==> src/hw/timer8_pkg.sv <==
package timer8_pkg;

  localparam int ADDR_W = 3;
  localparam int DATA_W = 8;

  // register map
  localparam logic [ADDR_W-1:0] REG_CTRL = 3'h0;
  localparam logic [ADDR_W-1:0] REG_CLKSEL = 3'h1;
  localparam logic [ADDR_W-1:0] REG_COUNT = 3'h2;
  localparam logic [ADDR_W-1:0] REG_COMPARE = 3'h3;
  localparam logic [ADDR_W-1:0] REG_FLAGS = 3'h4;
  localparam logic [ADDR_W-1:0] REG_INTEN = 3'h5;
  localparam logic [ADDR_W-1:0] REG_STATE = 3'h6;

  // field positions
  localparam int CTRL_WAVE_LSB = 0;
  localparam int CTRL_COM_LSB = 4;
  localparam int CTRL_FORCE_BIT = 7;
  localparam int CLKSEL_LSB = 0;
  localparam int FLAG_OVF_BIT = 0;
  localparam int FLAG_CMP_BIT = 1;
  localparam int FLAG_STATE_BIT = 2;
  localparam int INTEN_OVF_BIT = 0;
  localparam int INTEN_CMP_BIT = 1;
  localparam int STATE_BIT = 0;

  // values
  localparam logic [DATA_W-1:0] COUNT_MAX = 8'hff;
  localparam logic [DATA_W-1:0] COUNT_BOTTOM = 8'h00;
  localparam logic [DATA_W-1:0] BYTE_RESET = 8'h00;
  localparam int PRESCALE_DIV = 8;

  typedef enum logic [1:0] {
    WAVE_NORMAL = 2'h0,
    WAVE_PWM_PHASE = 2'h1,
    WAVE_CLEAR_ON_MATCH = 2'h2,
    WAVE_PWM_FAST = 2'h3
  } waveform_mode_e;

  typedef enum logic [1:0] {
    OUT_NONE = 2'h0,
    OUT_TOGGLE = 2'h1,
    OUT_CLEAR = 2'h2,
    OUT_SET = 2'h3
  } compare_output_mode_e;

  typedef enum logic [2:0] {
    CLK_STOP = 3'h0,
    CLK_DIV1 = 3'h1,
    CLK_DIVN = 3'h2
  } clock_source_select_e;

  typedef struct packed {
    logic [ADDR_W-1:0] addr;
    logic [DATA_W-1:0] wdata;
    logic wr;
    logic rd;
  } regbus_req_s;

  typedef struct packed {
    logic out;
    logic oeN;
  } pin_s;

endpackage : timer8_pkg

==> src/hw/timer8_compare_output.sv <==
// Functional notes
// - output mode picks flop action on match
// - reset clears output-state flop to zero
// - nonzero output mode overrides port latch
// - pin shows value only when direction output
// - override independent of waveform mode
// - flop presettable while override disabled
// - output mode zero leaves flop unchanged
// - new output mode acts at next match
// - force strobe applies action at once in non-pwm modes
// - waveform mode alone sets counting sequence
// - pwm: polarity; non-pwm: set/clear/toggle
// - normal mode counts up, wraps ff to 00
// - overflow flag set as count becomes zero
// - count writable anytime in normal mode
// - clear-on-match clears count after match
// - compare flag set at top, may request
// - compare value writes act immediately
// - compare below count waits for wrap
// - output mode one toggles on match
// - compare zero toggles every timer clock
// - match sets compare flag, ack or w1c
// - force leaves flag and counter alone
// - count write blocks next-cycle match
// - count write beats clear or count
//
// Design decisions made here: strobed register access and the placing of the registers.
`timescale 1ns/1ns
`default_nettype none

module timer8_compare_output #(
  parameter int PRESCALE = timer8_pkg::PRESCALE_DIV
) (
  input wire logic clk,
  input wire logic nrst,
  input wire timer8_pkg::regbus_req_s busReq,
  output logic [timer8_pkg::DATA_W-1:0] rdata,
  input wire logic portLatch,
  input wire logic dirBit,
  input wire logic ovfAck,
  input wire logic cmpAck,
  output logic ovfIrq,
  output logic cmpIrq,
  output timer8_pkg::pin_s pin
);

  localparam int DIV_W = $clog2(PRESCALE);
  localparam logic [DIV_W-1:0] DIV_LAST = DIV_W'(PRESCALE - 1);

  if (PRESCALE < 2) begin : g_bad_prescale
    $error("prescale must be at least 2");
  end

  logic [1:0] rstPipe;
  logic rstN;

  always_ff @(posedge clk or negedge nrst) begin
    if (!nrst) begin
      rstPipe <= 2'h0;
    end else begin
      rstPipe <= {rstPipe[0], 1'b1};
    end
  end
  assign rstN = rstPipe[1];

  timer8_pkg::waveform_mode_e wave, next_wave;
  timer8_pkg::compare_output_mode_e com, next_com;
  timer8_pkg::clock_source_select_e clkSel, next_clkSel;
  logic [7:0] count, next_count;
  logic [7:0] compare, next_compare;
  logic [DIV_W-1:0] divCnt, next_divCnt;
  logic ovfFlag, next_ovfFlag;
  logic cmpFlag, next_cmpFlag;
  logic ovfEn, next_ovfEn;
  logic cmpEn, next_cmpEn;
  logic outState, next_outState;
  logic blockPend, next_blockPend;
  logic [7:0] next_rdata;

  logic tick;
  logic pwm;
  logic match;
  logic matchEv;
  logic wrapEv;
  logic ctrlWr;
  logic countWr;
  logic flagsWr;
  logic stateWr;
  logic forceEv;
  timer8_pkg::compare_output_mode_e wrCom;
  timer8_pkg::waveform_mode_e wrWave;

  function automatic logic apply(input logic s,
                                 input timer8_pkg::compare_output_mode_e m);
    logic r;
    r = s;
    unique case (m)
      timer8_pkg::OUT_NONE: r = s;
      timer8_pkg::OUT_TOGGLE: r = ~s;
      timer8_pkg::OUT_CLEAR: r = 1'b0;
      timer8_pkg::OUT_SET: r = 1'b1;
    endcase
    return r;
  endfunction : apply

  always_comb begin
    ctrlWr = busReq.wr && (busReq.addr == timer8_pkg::REG_CTRL);
    countWr = busReq.wr && (busReq.addr == timer8_pkg::REG_COUNT);
    flagsWr = busReq.wr && (busReq.addr == timer8_pkg::REG_FLAGS);
    stateWr = busReq.wr && (busReq.addr == timer8_pkg::REG_STATE);
    wrCom = timer8_pkg::compare_output_mode_e'(
      busReq.wdata[timer8_pkg::CTRL_COM_LSB +: 2]);
    wrWave = timer8_pkg::waveform_mode_e'(
      busReq.wdata[timer8_pkg::CTRL_WAVE_LSB +: 2]);
    unique case (clkSel)
      timer8_pkg::CLK_DIV1: tick = 1'b1;
      timer8_pkg::CLK_DIVN: tick = (divCnt == DIV_LAST);
      default: tick = 1'b0;
    endcase
    pwm = wave[0];
    match = (count == compare) && !blockPend;
    matchEv = tick && match;
    wrapEv = tick && !countWr && (count == timer8_pkg::COUNT_MAX);
    forceEv = ctrlWr && busReq.wdata[timer8_pkg::CTRL_FORCE_BIT] && !wrWave[0];
  end

  // counter, prescaler and flags
  always_comb begin
    next_divCnt = (divCnt == DIV_LAST) ? '0 : divCnt + 1'b1;
    next_count = count;
    if (countWr) begin
      next_count = busReq.wdata;
    end else if (tick) begin
      if (wave == timer8_pkg::WAVE_CLEAR_ON_MATCH && match) begin
        next_count = timer8_pkg::COUNT_BOTTOM;
      end else begin
        next_count = count + 8'h01;
      end
    end
    if (countWr) begin
      next_blockPend = 1'b1;
    end else if (tick) begin
      next_blockPend = 1'b0;
    end else begin
      next_blockPend = blockPend;
    end
    next_ovfFlag = wrapEv |
      (ovfFlag & ~(ovfAck | (flagsWr && busReq.wdata[timer8_pkg::FLAG_OVF_BIT])));
    next_cmpFlag = matchEv |
      (cmpFlag & ~(cmpAck | (flagsWr && busReq.wdata[timer8_pkg::FLAG_CMP_BIT])));
  end

  // output-state flop
  always_comb begin
    next_outState = outState;
    if (stateWr) begin
      next_outState = busReq.wdata[timer8_pkg::STATE_BIT];
    end else if (forceEv) begin
      next_outState = apply(outState, wrCom);
    end else if (matchEv) begin
      if (!pwm) begin
        next_outState = apply(outState, com);
      end else if (com == timer8_pkg::OUT_CLEAR || com == timer8_pkg::OUT_SET) begin
        next_outState = apply(outState, com);
      end
    end else if (pwm && wrapEv) begin
      if (com == timer8_pkg::OUT_CLEAR) begin
        next_outState = 1'b1;
      end else if (com == timer8_pkg::OUT_SET) begin
        next_outState = 1'b0;
      end
    end
  end

  // register writes and reads
  always_comb begin
    next_wave = wave;
    next_com = com;
    next_clkSel = clkSel;
    next_compare = compare;
    next_ovfEn = ovfEn;
    next_cmpEn = cmpEn;
    if (ctrlWr) begin
      next_wave = wrWave;
      next_com = wrCom;
    end
    if (busReq.wr && busReq.addr == timer8_pkg::REG_CLKSEL) begin
      next_clkSel = timer8_pkg::clock_source_select_e'(
        busReq.wdata[timer8_pkg::CLKSEL_LSB +: 3]);
    end
    if (busReq.wr && busReq.addr == timer8_pkg::REG_COMPARE) begin
      next_compare = busReq.wdata;
    end
    if (busReq.wr && busReq.addr == timer8_pkg::REG_INTEN) begin
      next_ovfEn = busReq.wdata[timer8_pkg::INTEN_OVF_BIT];
      next_cmpEn = busReq.wdata[timer8_pkg::INTEN_CMP_BIT];
    end
    next_rdata = timer8_pkg::BYTE_RESET;
    if (busReq.rd) begin
      unique case (busReq.addr)
        timer8_pkg::REG_CTRL: begin
          next_rdata[timer8_pkg::CTRL_WAVE_LSB +: 2] = wave;
          next_rdata[timer8_pkg::CTRL_COM_LSB +: 2] = com;
        end
        timer8_pkg::REG_CLKSEL: next_rdata[timer8_pkg::CLKSEL_LSB +: 3] = clkSel;
        timer8_pkg::REG_COUNT: next_rdata = count;
        timer8_pkg::REG_COMPARE: next_rdata = compare;
        timer8_pkg::REG_FLAGS: begin
          next_rdata[timer8_pkg::FLAG_OVF_BIT] = ovfFlag;
          next_rdata[timer8_pkg::FLAG_CMP_BIT] = cmpFlag;
          next_rdata[timer8_pkg::FLAG_STATE_BIT] = outState;
        end
        timer8_pkg::REG_INTEN: begin
          next_rdata[timer8_pkg::INTEN_OVF_BIT] = ovfEn;
          next_rdata[timer8_pkg::INTEN_CMP_BIT] = cmpEn;
        end
        timer8_pkg::REG_STATE: next_rdata[timer8_pkg::STATE_BIT] = outState;
        default: next_rdata = timer8_pkg::BYTE_RESET;
      endcase
    end
  end

  always_ff @(posedge clk or negedge rstN) begin
    if (!rstN) begin
      wave <= timer8_pkg::WAVE_NORMAL;
      com <= timer8_pkg::OUT_NONE;
      clkSel <= timer8_pkg::CLK_STOP;
      count <= timer8_pkg::BYTE_RESET;
      compare <= timer8_pkg::BYTE_RESET;
      divCnt <= '0;
      ovfFlag <= 1'b0;
      cmpFlag <= 1'b0;
      ovfEn <= 1'b0;
      cmpEn <= 1'b0;
      outState <= 1'b0;
      blockPend <= 1'b0;
      rdata <= timer8_pkg::BYTE_RESET;
    end else begin
      wave <= next_wave;
      com <= next_com;
      clkSel <= next_clkSel;
      count <= next_count;
      compare <= next_compare;
      divCnt <= next_divCnt;
      ovfFlag <= next_ovfFlag;
      cmpFlag <= next_cmpFlag;
      ovfEn <= next_ovfEn;
      cmpEn <= next_cmpEn;
      outState <= next_outState;
      blockPend <= next_blockPend;
      rdata <= next_rdata;
    end
  end

  // pin source and direction
  always_comb begin
    pin.out = (com != timer8_pkg::OUT_NONE) ? outState : portLatch;
    pin.oeN = ~dirBit;
    ovfIrq = ovfFlag & ovfEn;
    cmpIrq = cmpFlag & cmpEn;
  end

  // checks
  chk_reset_state_low: assert property (@(posedge clk)
    $rose(rstN) |-> !outState)
    else $error("output state not zero after reset");

  chk_pin_override_src: assert property (@(posedge clk) disable iff (!rstN)
    (com != timer8_pkg::OUT_NONE) && (outState != portLatch) |-> pin.out == outState)
    else $error("override does not drive output state");

  chk_pin_dir_gate: assert property (@(posedge clk) disable iff (!rstN)
    !dirBit |-> pin.oeN)
    else $error("pin driven while direction is input");

  chk_none_keeps_state: assert property (@(posedge clk) disable iff (!rstN)
    com == timer8_pkg::OUT_NONE && !ctrlWr && !stateWr |=> $stable(outState))
    else $error("mode none changed output state");

  chk_ctc_toggle_match: assert property (@(posedge clk) disable iff (!rstN)
    wave == timer8_pkg::WAVE_CLEAR_ON_MATCH && com == timer8_pkg::OUT_TOGGLE
    && matchEv && !busReq.wr |=> outState != $past(outState))
    else $error("toggle missing on match");

  chk_normal_wrap_ovf: assert property (@(posedge clk) disable iff (!rstN)
    wave == timer8_pkg::WAVE_NORMAL && wrapEv |=> count == 8'h00 && ovfFlag)
    else $error("normal wrap or overflow wrong");

  chk_ctc_clear_top: assert property (@(posedge clk) disable iff (!rstN)
    wave == timer8_pkg::WAVE_CLEAR_ON_MATCH && matchEv && !countWr |=> count == 8'h00)
    else $error("counter not cleared on match");

  chk_match_sets_flag: assert property (@(posedge clk) disable iff (!rstN)
    matchEv |=> cmpFlag)
    else $error("compare flag not set");

  chk_force_no_flag: assert property (@(posedge clk) disable iff (!rstN)
    forceEv && !matchEv && !cmpFlag && !countWr && !tick |=> !cmpFlag && $stable(count))
    else $error("force touched flag or counter");

  chk_write_blocks_match: assert property (@(posedge clk) disable iff (!rstN)
    blockPend && tick && !cmpFlag |=> !cmpFlag)
    else $error("match after count write not blocked");

  chk_write_beats_count: assert property (@(posedge clk) disable iff (!rstN)
    countWr |=> count == $past(busReq.wdata))
    else $error("count write lost");

  chk_ovf_write_clear: assert property (@(posedge clk) disable iff (!rstN)
    flagsWr && busReq.wdata[timer8_pkg::FLAG_OVF_BIT] && !wrapEv |=> !ovfFlag)
    else $error("overflow flag not cleared");

  chk_clear_on_match: assert property (@(posedge clk) disable iff (!rstN)
    !pwm && matchEv && com == timer8_pkg::OUT_CLEAR && !busReq.wr |=> !outState)
    else $error("clear action missing on match");

  chk_set_on_match: assert property (@(posedge clk) disable iff (!rstN)
    !pwm && matchEv && com == timer8_pkg::OUT_SET && !busReq.wr |=> outState)
    else $error("set action missing on match");

  chk_force_set_state: assert property (@(posedge clk) disable iff (!rstN)
    forceEv && wrCom == timer8_pkg::OUT_SET |=> outState)
    else $error("forced set not applied");

  chk_force_toggle_state: assert property (@(posedge clk) disable iff (!rstN)
    forceEv && wrCom == timer8_pkg::OUT_TOGGLE |=> outState != $past(outState))
    else $error("forced toggle not applied");

  chk_state_preset: assert property (@(posedge clk) disable iff (!rstN)
    stateWr && busReq.wdata[timer8_pkg::STATE_BIT] |=> outState)
    else $error("output state preset lost");

  chk_latch_when_none: assert property (@(posedge clk) disable iff (!rstN)
    com == timer8_pkg::OUT_NONE |-> pin.out == portLatch)
    else $error("port latch not on pin with mode none");

  chk_ovf_same_cycle: assert property (@(posedge clk) disable iff (!rstN)
    wrapEv |=> ovfFlag)
    else $error("overflow flag late on wrap");

  chk_ovf_ack_clear: assert property (@(posedge clk) disable iff (!rstN)
    ovfAck && !wrapEv |=> !ovfFlag)
    else $error("overflow flag not cleared by service");

  chk_cmp_ack_clear: assert property (@(posedge clk) disable iff (!rstN)
    cmpAck && !matchEv |=> !cmpFlag)
    else $error("compare flag not cleared by service");

  chk_cmp_write_clear: assert property (@(posedge clk) disable iff (!rstN)
    flagsWr && busReq.wdata[timer8_pkg::FLAG_CMP_BIT] && !matchEv |=> !cmpFlag)
    else $error("compare flag not cleared by write");

  chk_ovf_zero_keeps: assert property (@(posedge clk) disable iff (!rstN)
    ovfFlag && flagsWr && !busReq.wdata[timer8_pkg::FLAG_OVF_BIT] && !ovfAck |=> ovfFlag)
    else $error("overflow flag lost on zero write");

  chk_compare_write: assert property (@(posedge clk) disable iff (!rstN)
    busReq.wr && busReq.addr == timer8_pkg::REG_COMPARE |=> compare == $past(busReq.wdata))
    else $error("compare value write not immediate");

  chk_normal_count_up: assert property (@(posedge clk) disable iff (!rstN)
    wave == timer8_pkg::WAVE_NORMAL && tick && !countWr |=> count == $past(count) + 8'h01)
    else $error("normal mode count step wrong");

  cov_ctc_toggle: cover property (@(posedge clk) disable iff (!rstN)
    wave == timer8_pkg::WAVE_CLEAR_ON_MATCH && com == timer8_pkg::OUT_TOGGLE && matchEv);
  cov_normal_ovf: cover property (@(posedge clk) disable iff (!rstN)
    wave == timer8_pkg::WAVE_NORMAL && wrapEv);
  cov_force: cover property (@(posedge clk) disable iff (!rstN) forceEv);
  cov_block: cover property (@(posedge clk) disable iff (!rstN)
    blockPend && tick && count == compare);
  cov_prescale_tick: cover property (@(posedge clk) disable iff (!rstN)
    clkSel == timer8_pkg::CLK_DIVN && tick);

endmodule : timer8_compare_output

`default_nettype wire

==> config.mk <==
export PLATFORM = sky130hd
export DESIGN_NAME = timer8_compare_output
export DESIGN_NICKNAME = d
export VERILOG_FILES = /design/src/hw/timer8_pkg.sv /design/src/hw/timer8_compare_output.sv
export SDC_FILE = /design/constraint.sdc
export NUM_CORES = 1
export LEC_CHECK = 0
export BUFFER_PORTS_ARGS = -buffer_cell sky130_fd_sc_hd__clkbuf_2
export CAP_MARGIN = 20
export CORE_MARGIN = 1.5
export CORE_UTILIZATION = 45
export CTS_CLUSTER_DIAMETER = 30
export DETAILED_ROUTE_END_ITERATION = 10
export HOLD_SLACK_MARGIN = 0.02
export PLACE_DENSITY = 0.77
export RECOVER_POWER = 50
export SETUP_SLACK_MARGIN = 0.02
export SLEW_MARGIN = 20
export SYNTH_ARGS = -nofsm -noshare
export SYNTH_HDL_FRONTEND = slang
export SYNTH_SLANG_ARGS = --single-unit
==> constraint.sdc <==
create_clock -name clk -period 1.8 [get_ports clk]
set_input_delay 0.36 -clock clk [delete_from_list [all_inputs] [get_ports clk]]
set_output_delay 0.36 -clock clk [all_outputs]
set_load 0.05 [all_outputs]
==> flow_summary.yaml, run 1 <==
run_status:
  status: "complete, but fails checks"
  violations: "negative setup slack"
power:
  fin_total_pwr_mw: 3.09
  ir_drop_mv: 0.573
  pwr_density_cell_mw_per_mm2: 1080
  leakage_nw: 1.32
die:
  die_h_um: 74.2
  dieWidth_um: 74.2
  core_area_mm2: 0.00482
  die-area_mm2: 0.00550
  start_util_pct: 47.4
  rows: 25
  ioPinCount: 31
hold_path:
  whs_endpoint: "count[3]"
  whs_path_depth: 3
  hold_start: "busReq[5]"
  min_path_type: "in2reg"
final_layout:
  fin_cells: 348
  antenna_cells_inserted: 0
  layout.nets: 302
  area_delta_synth_final_pct: 25.0
  final_area_mm2: 0.00285
  drive_gt1_share_pct: 37.0
timing:
  worstMarginPinSlew_ns: 0.979
  max_freq_mhz: 507
  slew_headroom_pct: 34.7
  finalCritPeriodShare_pct: 110
  maxSlewViolCount: 0
  hold_viol: 0
  skew_ns: 0.0102
  setup_viol: 9
  fin_crit_ns: 1.97
  layout_setup_ws_ns: -0.173
  grt_setup_unrepaired: "yes"
yosys:
  async_flop_share_pct: 100
  synth.distinct_cells: 42
  avgSynthCellArea_um2: 10.5
  synth_ff_type: "dfrtp_1"
  synth_seq_cells: 42
  synthXorXnorAreaFrac_pct: 3.07
  syn_area_mm2: 0.00228
  yosysSeqAreaShare_pct: 46.1
  synth_compound_gate_area_share_pct: 11.6
  synthAdderAreaFrac_pct: 1.65
  synth_mux_area_share_pct: 14.9
  synth_top_family_by_area: "simple AND/OR/NAND/NOR gates"
  synth_edf_count: 0
  synth.net_count: 240
  yosysWarnings: 0
  yosys.area_share.simple_pct: 20.4
  netlist_instances: 218
setup_path:
  worstSetupPathType: "reg2reg"
  regToRegEndpoint: "count[7]"
  timing.rr.start: "count[6]"
  endpoint_kind: "flip-flop"
  crit_fanout: 7
  worst_ep_required_time_ns: 1.98
  r2r_setup_slack_ns: -0.17
  start_kind: "flip-flop"
  r2r_cells: 7
  critical_path_arrival_ns: 2.15
global_route:
  grt_use_total_pct: 21.5
  first_global_vias: 1867
  grt_pass1_wl_um: 8810
  antenna_found_initial: 0
  grt-ovfl-total: 0
  grt_max_degree: 41
drt:
  drtIter0Drc: 133
  routed_wl_um: 5350
  dr.pass1.iters: 4
  drc: 0
  vias: 1895
  wl_per_cell_um: 15.4
  vias_per_cell: 5.45
  ant_nets: 0
flow_run:
  drv_cap: 0
clocking:
  cts_buffers: 5
  cts_tree: "done"
  cts_root_buf: "clkbuf_8"
  cts.sinks: 42
  htreeDepth: 2
  clk_pin_slew_ns: 0.08
  clk_path_buf_depth: 2
  clk_latency_ns: 0.29
place:
  place_hpwl_um: 3930
  gp_congestion: 0.942
  dp.cells: 336
  port_buffers: 30
  placed_area_mm2: 0.00272
==> layer usage <==
metal / up-vias / share of wire, % / global-route usage (%)
met5: - / 0 / 0
met4: 0 / 1.9 / 7.41
met3: 13 / 7.7 / 5.28
met2: 78 / 48 / 34.1
met1: 897 / 43 / 28.6
li1: 907 / - / -
==> critical path: stages, from the launching register on <==
cell and delay (ns):
dfrtp_1 0.39, xor2_1 0.18, or4_4 0.59, o41ai_4 0.22, buf_4 0.21, nor3b_1 0.06
a21oi_1 0.13, o21ai_1 0.09
==> cell usage after synthesis, types with 2 or more instances <==
cell	instances	area, um2
inv_1	3	11.3
nand3b_1	3	22.5
ha_1	3	37.5
nand4_1	4	25.0
clkbuf_1	8	30.0
a21oi_1	13	65.1
and3_1	4	25.0
nor4bb_1	2	20.0
nand2b_1	4	25.0
nand4b_1	3	26.3
mux2_2	21	236
nor2b_1	2	12.5
buf_1	2	7.51
xnor2_1	5	43.8
xor2_1	3	26.3
o21ai_0	9	45.0
a22oi_1	3	22.5
nand2_1	20	75.1
a21o_1	2	15.0
o21ai_1	8	40.0
dfrtp_1	42	1050
and2_1	4	25.0
nand3_1	2	10.0
nor2_1	17	63.8
mux2i_1	8	80.1
nor3b_1	7	52.6
==> worst max path at each step <==
stage / startpoint / endpoint / slack [ns] / depth (start not counted)
after floorplan: count[6] / count[6] / -0.09 / 6
after global placement: compare[6] / count[5] / -0.14 / 6
after detailed placement: compare[6] / count[5] / -0.18 / 6
after CTS: count[6] / count[4] / -0.18 / 7
after global routing: count[6] / count[4] / -0.25 / 7
final: count[6] / count[7] / -0.17 / 7
==> registers in the layout (all words and copies together), names as in the netlist, 2 cells and up <==
name,count
com,2
divCnt,3
rstPipe,2
rdata,8
wave,2
count,8
clkSel,3
compare,8
==> power by group <==
| part | internal (mW) | total (mW) | switching (mW) |
|---|---|---|---|
| combinational | 0.562 | 1.20 | 0.642 |
| sequential | 1.13 | 1.27 | 0.144 |
| clock | 0.309 | 0.612 | 0.303 |
| total | 2.00 | 3.09 | 1.09 |
==> layout make-up <==
cell class	instances	area [um2]
Inverter	3	11.3
Multi-Input combinational cell	163	1200
Timing Repair Buffer	65	414
Clock inverter	1	5.00
Clock buffer	7	86.3
Sequential cell	42	1050
Fill cell	406	1970
Tap cell	67	83.8
==> cells in the final DEF, fill, tap and decap left out, types with 3 or more instances in the layout <==
| cell type | synthesis | final |
|---|---|---|
| nand3b_1 | 3 | 3 |
| buf_4 | 0 | 33 |
| clkbuf_2 | 0 | 29 |
| dfrtp_1 | 42 | 42 |
| nand4b_1 | 3 | 3 |
| o21ai_1 | 8 | 11 |
| xor2_1 | 3 | 3 |
| o21ai_0 | 9 | 6 |
| inv_1 | 3 | 3 |
| a21oi_1 | 13 | 11 |
| and2_1 | 4 | 4 |
| ha_1 | 3 | 3 |
| mux2i_1 | 8 | 8 |
| nor3b_1 | 7 | 7 |
| nor2_1 | 17 | 15 |
| mux2_2 | 21 | 21 |
| xnor2_1 | 5 | 5 |
| nand4_1 | 4 | 4 |
| nand2_1 | 20 | 20 |
| clkbuf_8 | 0 | 6 |
| nand2b_1 | 4 | 4 |
| and3_1 | 4 | 4 |
| a22oi_1 | 3 | 3 |
==> stage by stage <==
step | worst slack [ns] | hold WS, ns | utilization (%) | setup TNS, ns
after floorplan | -0.0927 | 0.0644 | - | -0.603
after global placement | -0.139 | 0.147 | 56.5 | -1.04
after detailed placement | -0.178 | 0.148 | 56.5 | -1.30
after CTS | -0.182 | 0.289 | 59.2 | -1.45
after global routing | -0.252 | 0.296 | 59.2 | -1.89
final | -0.173 | 0.294 | 59.2 | -1.22
==> cell families (layout without fill, tap and decap cells) <==
logic type / Yosys count / count (layout)
fa+ha+maj: 3 / 3
other cells: 1 / 1
flops: 42 / 42
xor+xnor: 8 / 8
buf+inv: 13 / 76
compound gates: 42 / 42
mux: 30 / 30
simple gates: 79 / 79
==> timing repair <==
item / in CTS / in global routing
hold endpoints to repair: 2 / 0
hold buffers: 1 / 0
pin swaps: 12 / 2
endpoints found under the setup margin: 9 / 10
gates resized for setup: 4 / 3
buffers inserted: 3 / 0
No activity file was read; power rests on OpenSTA's default activity.
==> run 2: changes to the inputs <==
GPL_ROUTABILITY_DRIVEN = 0   (was not set)
PLACE_DENSITY = 0.64   (was 0.77)
==> flow_summary.yaml, run 2 (synthesis gave the netlist of run 1 again) <==
setup_path:
  worstSetupPathType: "reg2reg"
  worst_ep_required_time_ns: 2.03
  critical_path_arrival_ns: 2.24
  start_kind: "flip-flop"
  crit_fanout: 3
  r2r_setup_slack_ns: -0.21
  endpoint_kind: "flip-flop"
die:
  die-area_mm2: 0.00550
  core_area_mm2: 0.00482
  die_h_um: 74.2
  start_util_pct: 47.4
  rows: 25
  dieWidth_um: 74.2
  ioPinCount: 31
global_route:
  grt_use_total_pct: 22.5
  grt-ovfl-total: 0
  grt_pass1_wl_um: 9080
  first_global_vias: 1811
  grt_max_degree: 41
  antenna_found_initial: 0
clocking:
  cts.sinks: 42
  clk_path_buf_depth: 2
  htreeDepth: 2
  cts_tree: "done"
  clk_latency_ns: 0.30
  clk_pin_slew_ns: 0.09
  cts_root_buf: "clkbuf_8"
  cts_buffers: 5
timing:
  max_freq_mhz: 497
  skew_ns: 0.0118
  worstMarginPinSlew_ns: 1.02
  finalCritPeriodShare_pct: 112
  maxSlewViolCount: 0
  slew_headroom_pct: 31.9
  layout_setup_ws_ns: -0.211
  hold_ws_ns: 0.291
  fin_crit_ns: 2.01
  grt_setup_unrepaired: "yes"
  setup_viol: 10
  hold_viol: 0
drt:
  vias_per_cell: 5.31
  drt-met1-wl_um: 2650
  dr.pass1.iters: 4
  vias: 1864
  drc: 0
  wl_met3_um: 165
  routed_wl_um: 5520
  top_layer: "met4"
  ant_nets: 0
  drtIter0Drc: 146
  met2RoutedLength_um: 2590
  wl_per_cell_um: 15.7
power:
  leakage_nw: 1.37
  ir_drop_mv: 0.653
  pwr_density_cell_mw_per_mm2: 1170
  fin_total_pwr_mw: 3.43
run_status:
  status: "complete, but fails checks"
  violations: "negative setup slack"
final_layout:
  layout.nets: 305
  area_delta_synth_final_pct: 29.1
  antenna_cells_inserted: 0
  final_common_cell: "dfrtp_1"
  mostFrequentLayoutCells: "dfrtp_1 (42), buf_4 (36), clkbuf_2 (29)"
  largestRegisters: "compare (8), count (8), rdata (8)"
  drive_gt1_share_pct: 37.7
place:
  place_hpwl_um: 4060
  port_buffers: 30
flow_run:
  drv_cap: 0
hold_path:
  min_path_type: "in2reg"
-- run 2: cell count changes in the layout (fill, tap and decap cells not counted), moves of 2 or more --
cell       before  now
o21ai_0         6    3
nor2_2          2    0
buf_4          33   36
o21ai_1        11   14
bufinv_16       0    2
a21oi_2         2    0
nor2_1         15   17
-- run 2: final timing paths --
| path | startpoint | to | cells after the start |
|---|---|---|---|
| worst min register to register | rstPipe[0] | rstPipe[1] | 0 |
| worst max register to register | count[6] | outState | 6 |
| max in group asynchronous | rstPipe[1] | rdata[5] | 1 |
| worst max-delay path | count[6] | outState | 6 |
| min in group asynchronous | nrst | rstPipe[0] | 2 |
| worst min-delay path | busReq[5] | count[3] | 3 |
-- run 2: metal layers --
layer	track usage [%]	vias up
li1	-	920
met4	8.85	0
met3	4.20	9
met1	30.3	898
met2	35.8	37
met5	0	-
-- run 2: final cells by class --
type / instances / area (um2)
clock buffers: 6 / 82.6
clock inverters: 2 / 60.1
fillers: 450 / 1870
inverters: 3 / 11.3
multi-input cells: 163 / 1220
flip-flops and latches: 42 / 1050
well taps: 67 / 83.8
repair buffers: 68 / 437
-- run 2: repair_timing --
action                                  4_1_cts  5_1_grt
buffers inserted                              3        1
hold endpoints to repair                      2        0
endpoints found under the setup margin       10       11
cloned                                        0        0
resized for setup                             6        5
hold buffers                                  1        0
pin swaps                                    14        5
-- run 2: metrics by stage --
| stage | setup slack, ns | TNS, ns | util [%] | instances | cell area, um2 |
|---|---|---|---|---|---|
| finish | -0.211 | -1.23 | 61.1 | 351 | 2950 |
| global route | -0.295 | -1.95 | 61.1 | 351 | 2950 |
| floorplan | -0.0927 | -0.603 | - | 218 | 2290 |
| CTS | -0.165 | -1.40 | 60.6 | 350 | 2920 |
| detailed placement | -0.215 | -1.37 | 56.8 | 338 | 2740 |
| global placement | -0.196 | -1.07 | 56.8 | 338 | 2740 |
-- run 2: power by group --
| part | leakage [nW] | switching (mW) | internal [mW] |
|---|---|---|---|
| registers | 0.528 | 0.143 | 1.13 |
| logic | 0.773 | 0.662 | 0.577 |
| clock network | 0.0714 | 0.332 | 0.592 |
-- run 2: critical path, stage by stage (launching register included) --
cell and delay (ns):
dfrtp_1 0.39, xor2_1 0.18, or4_4 0.58, nor4_4 0.35, nor3b_2 0.24, o41ai_2 0.09
mux2i_1 0.13
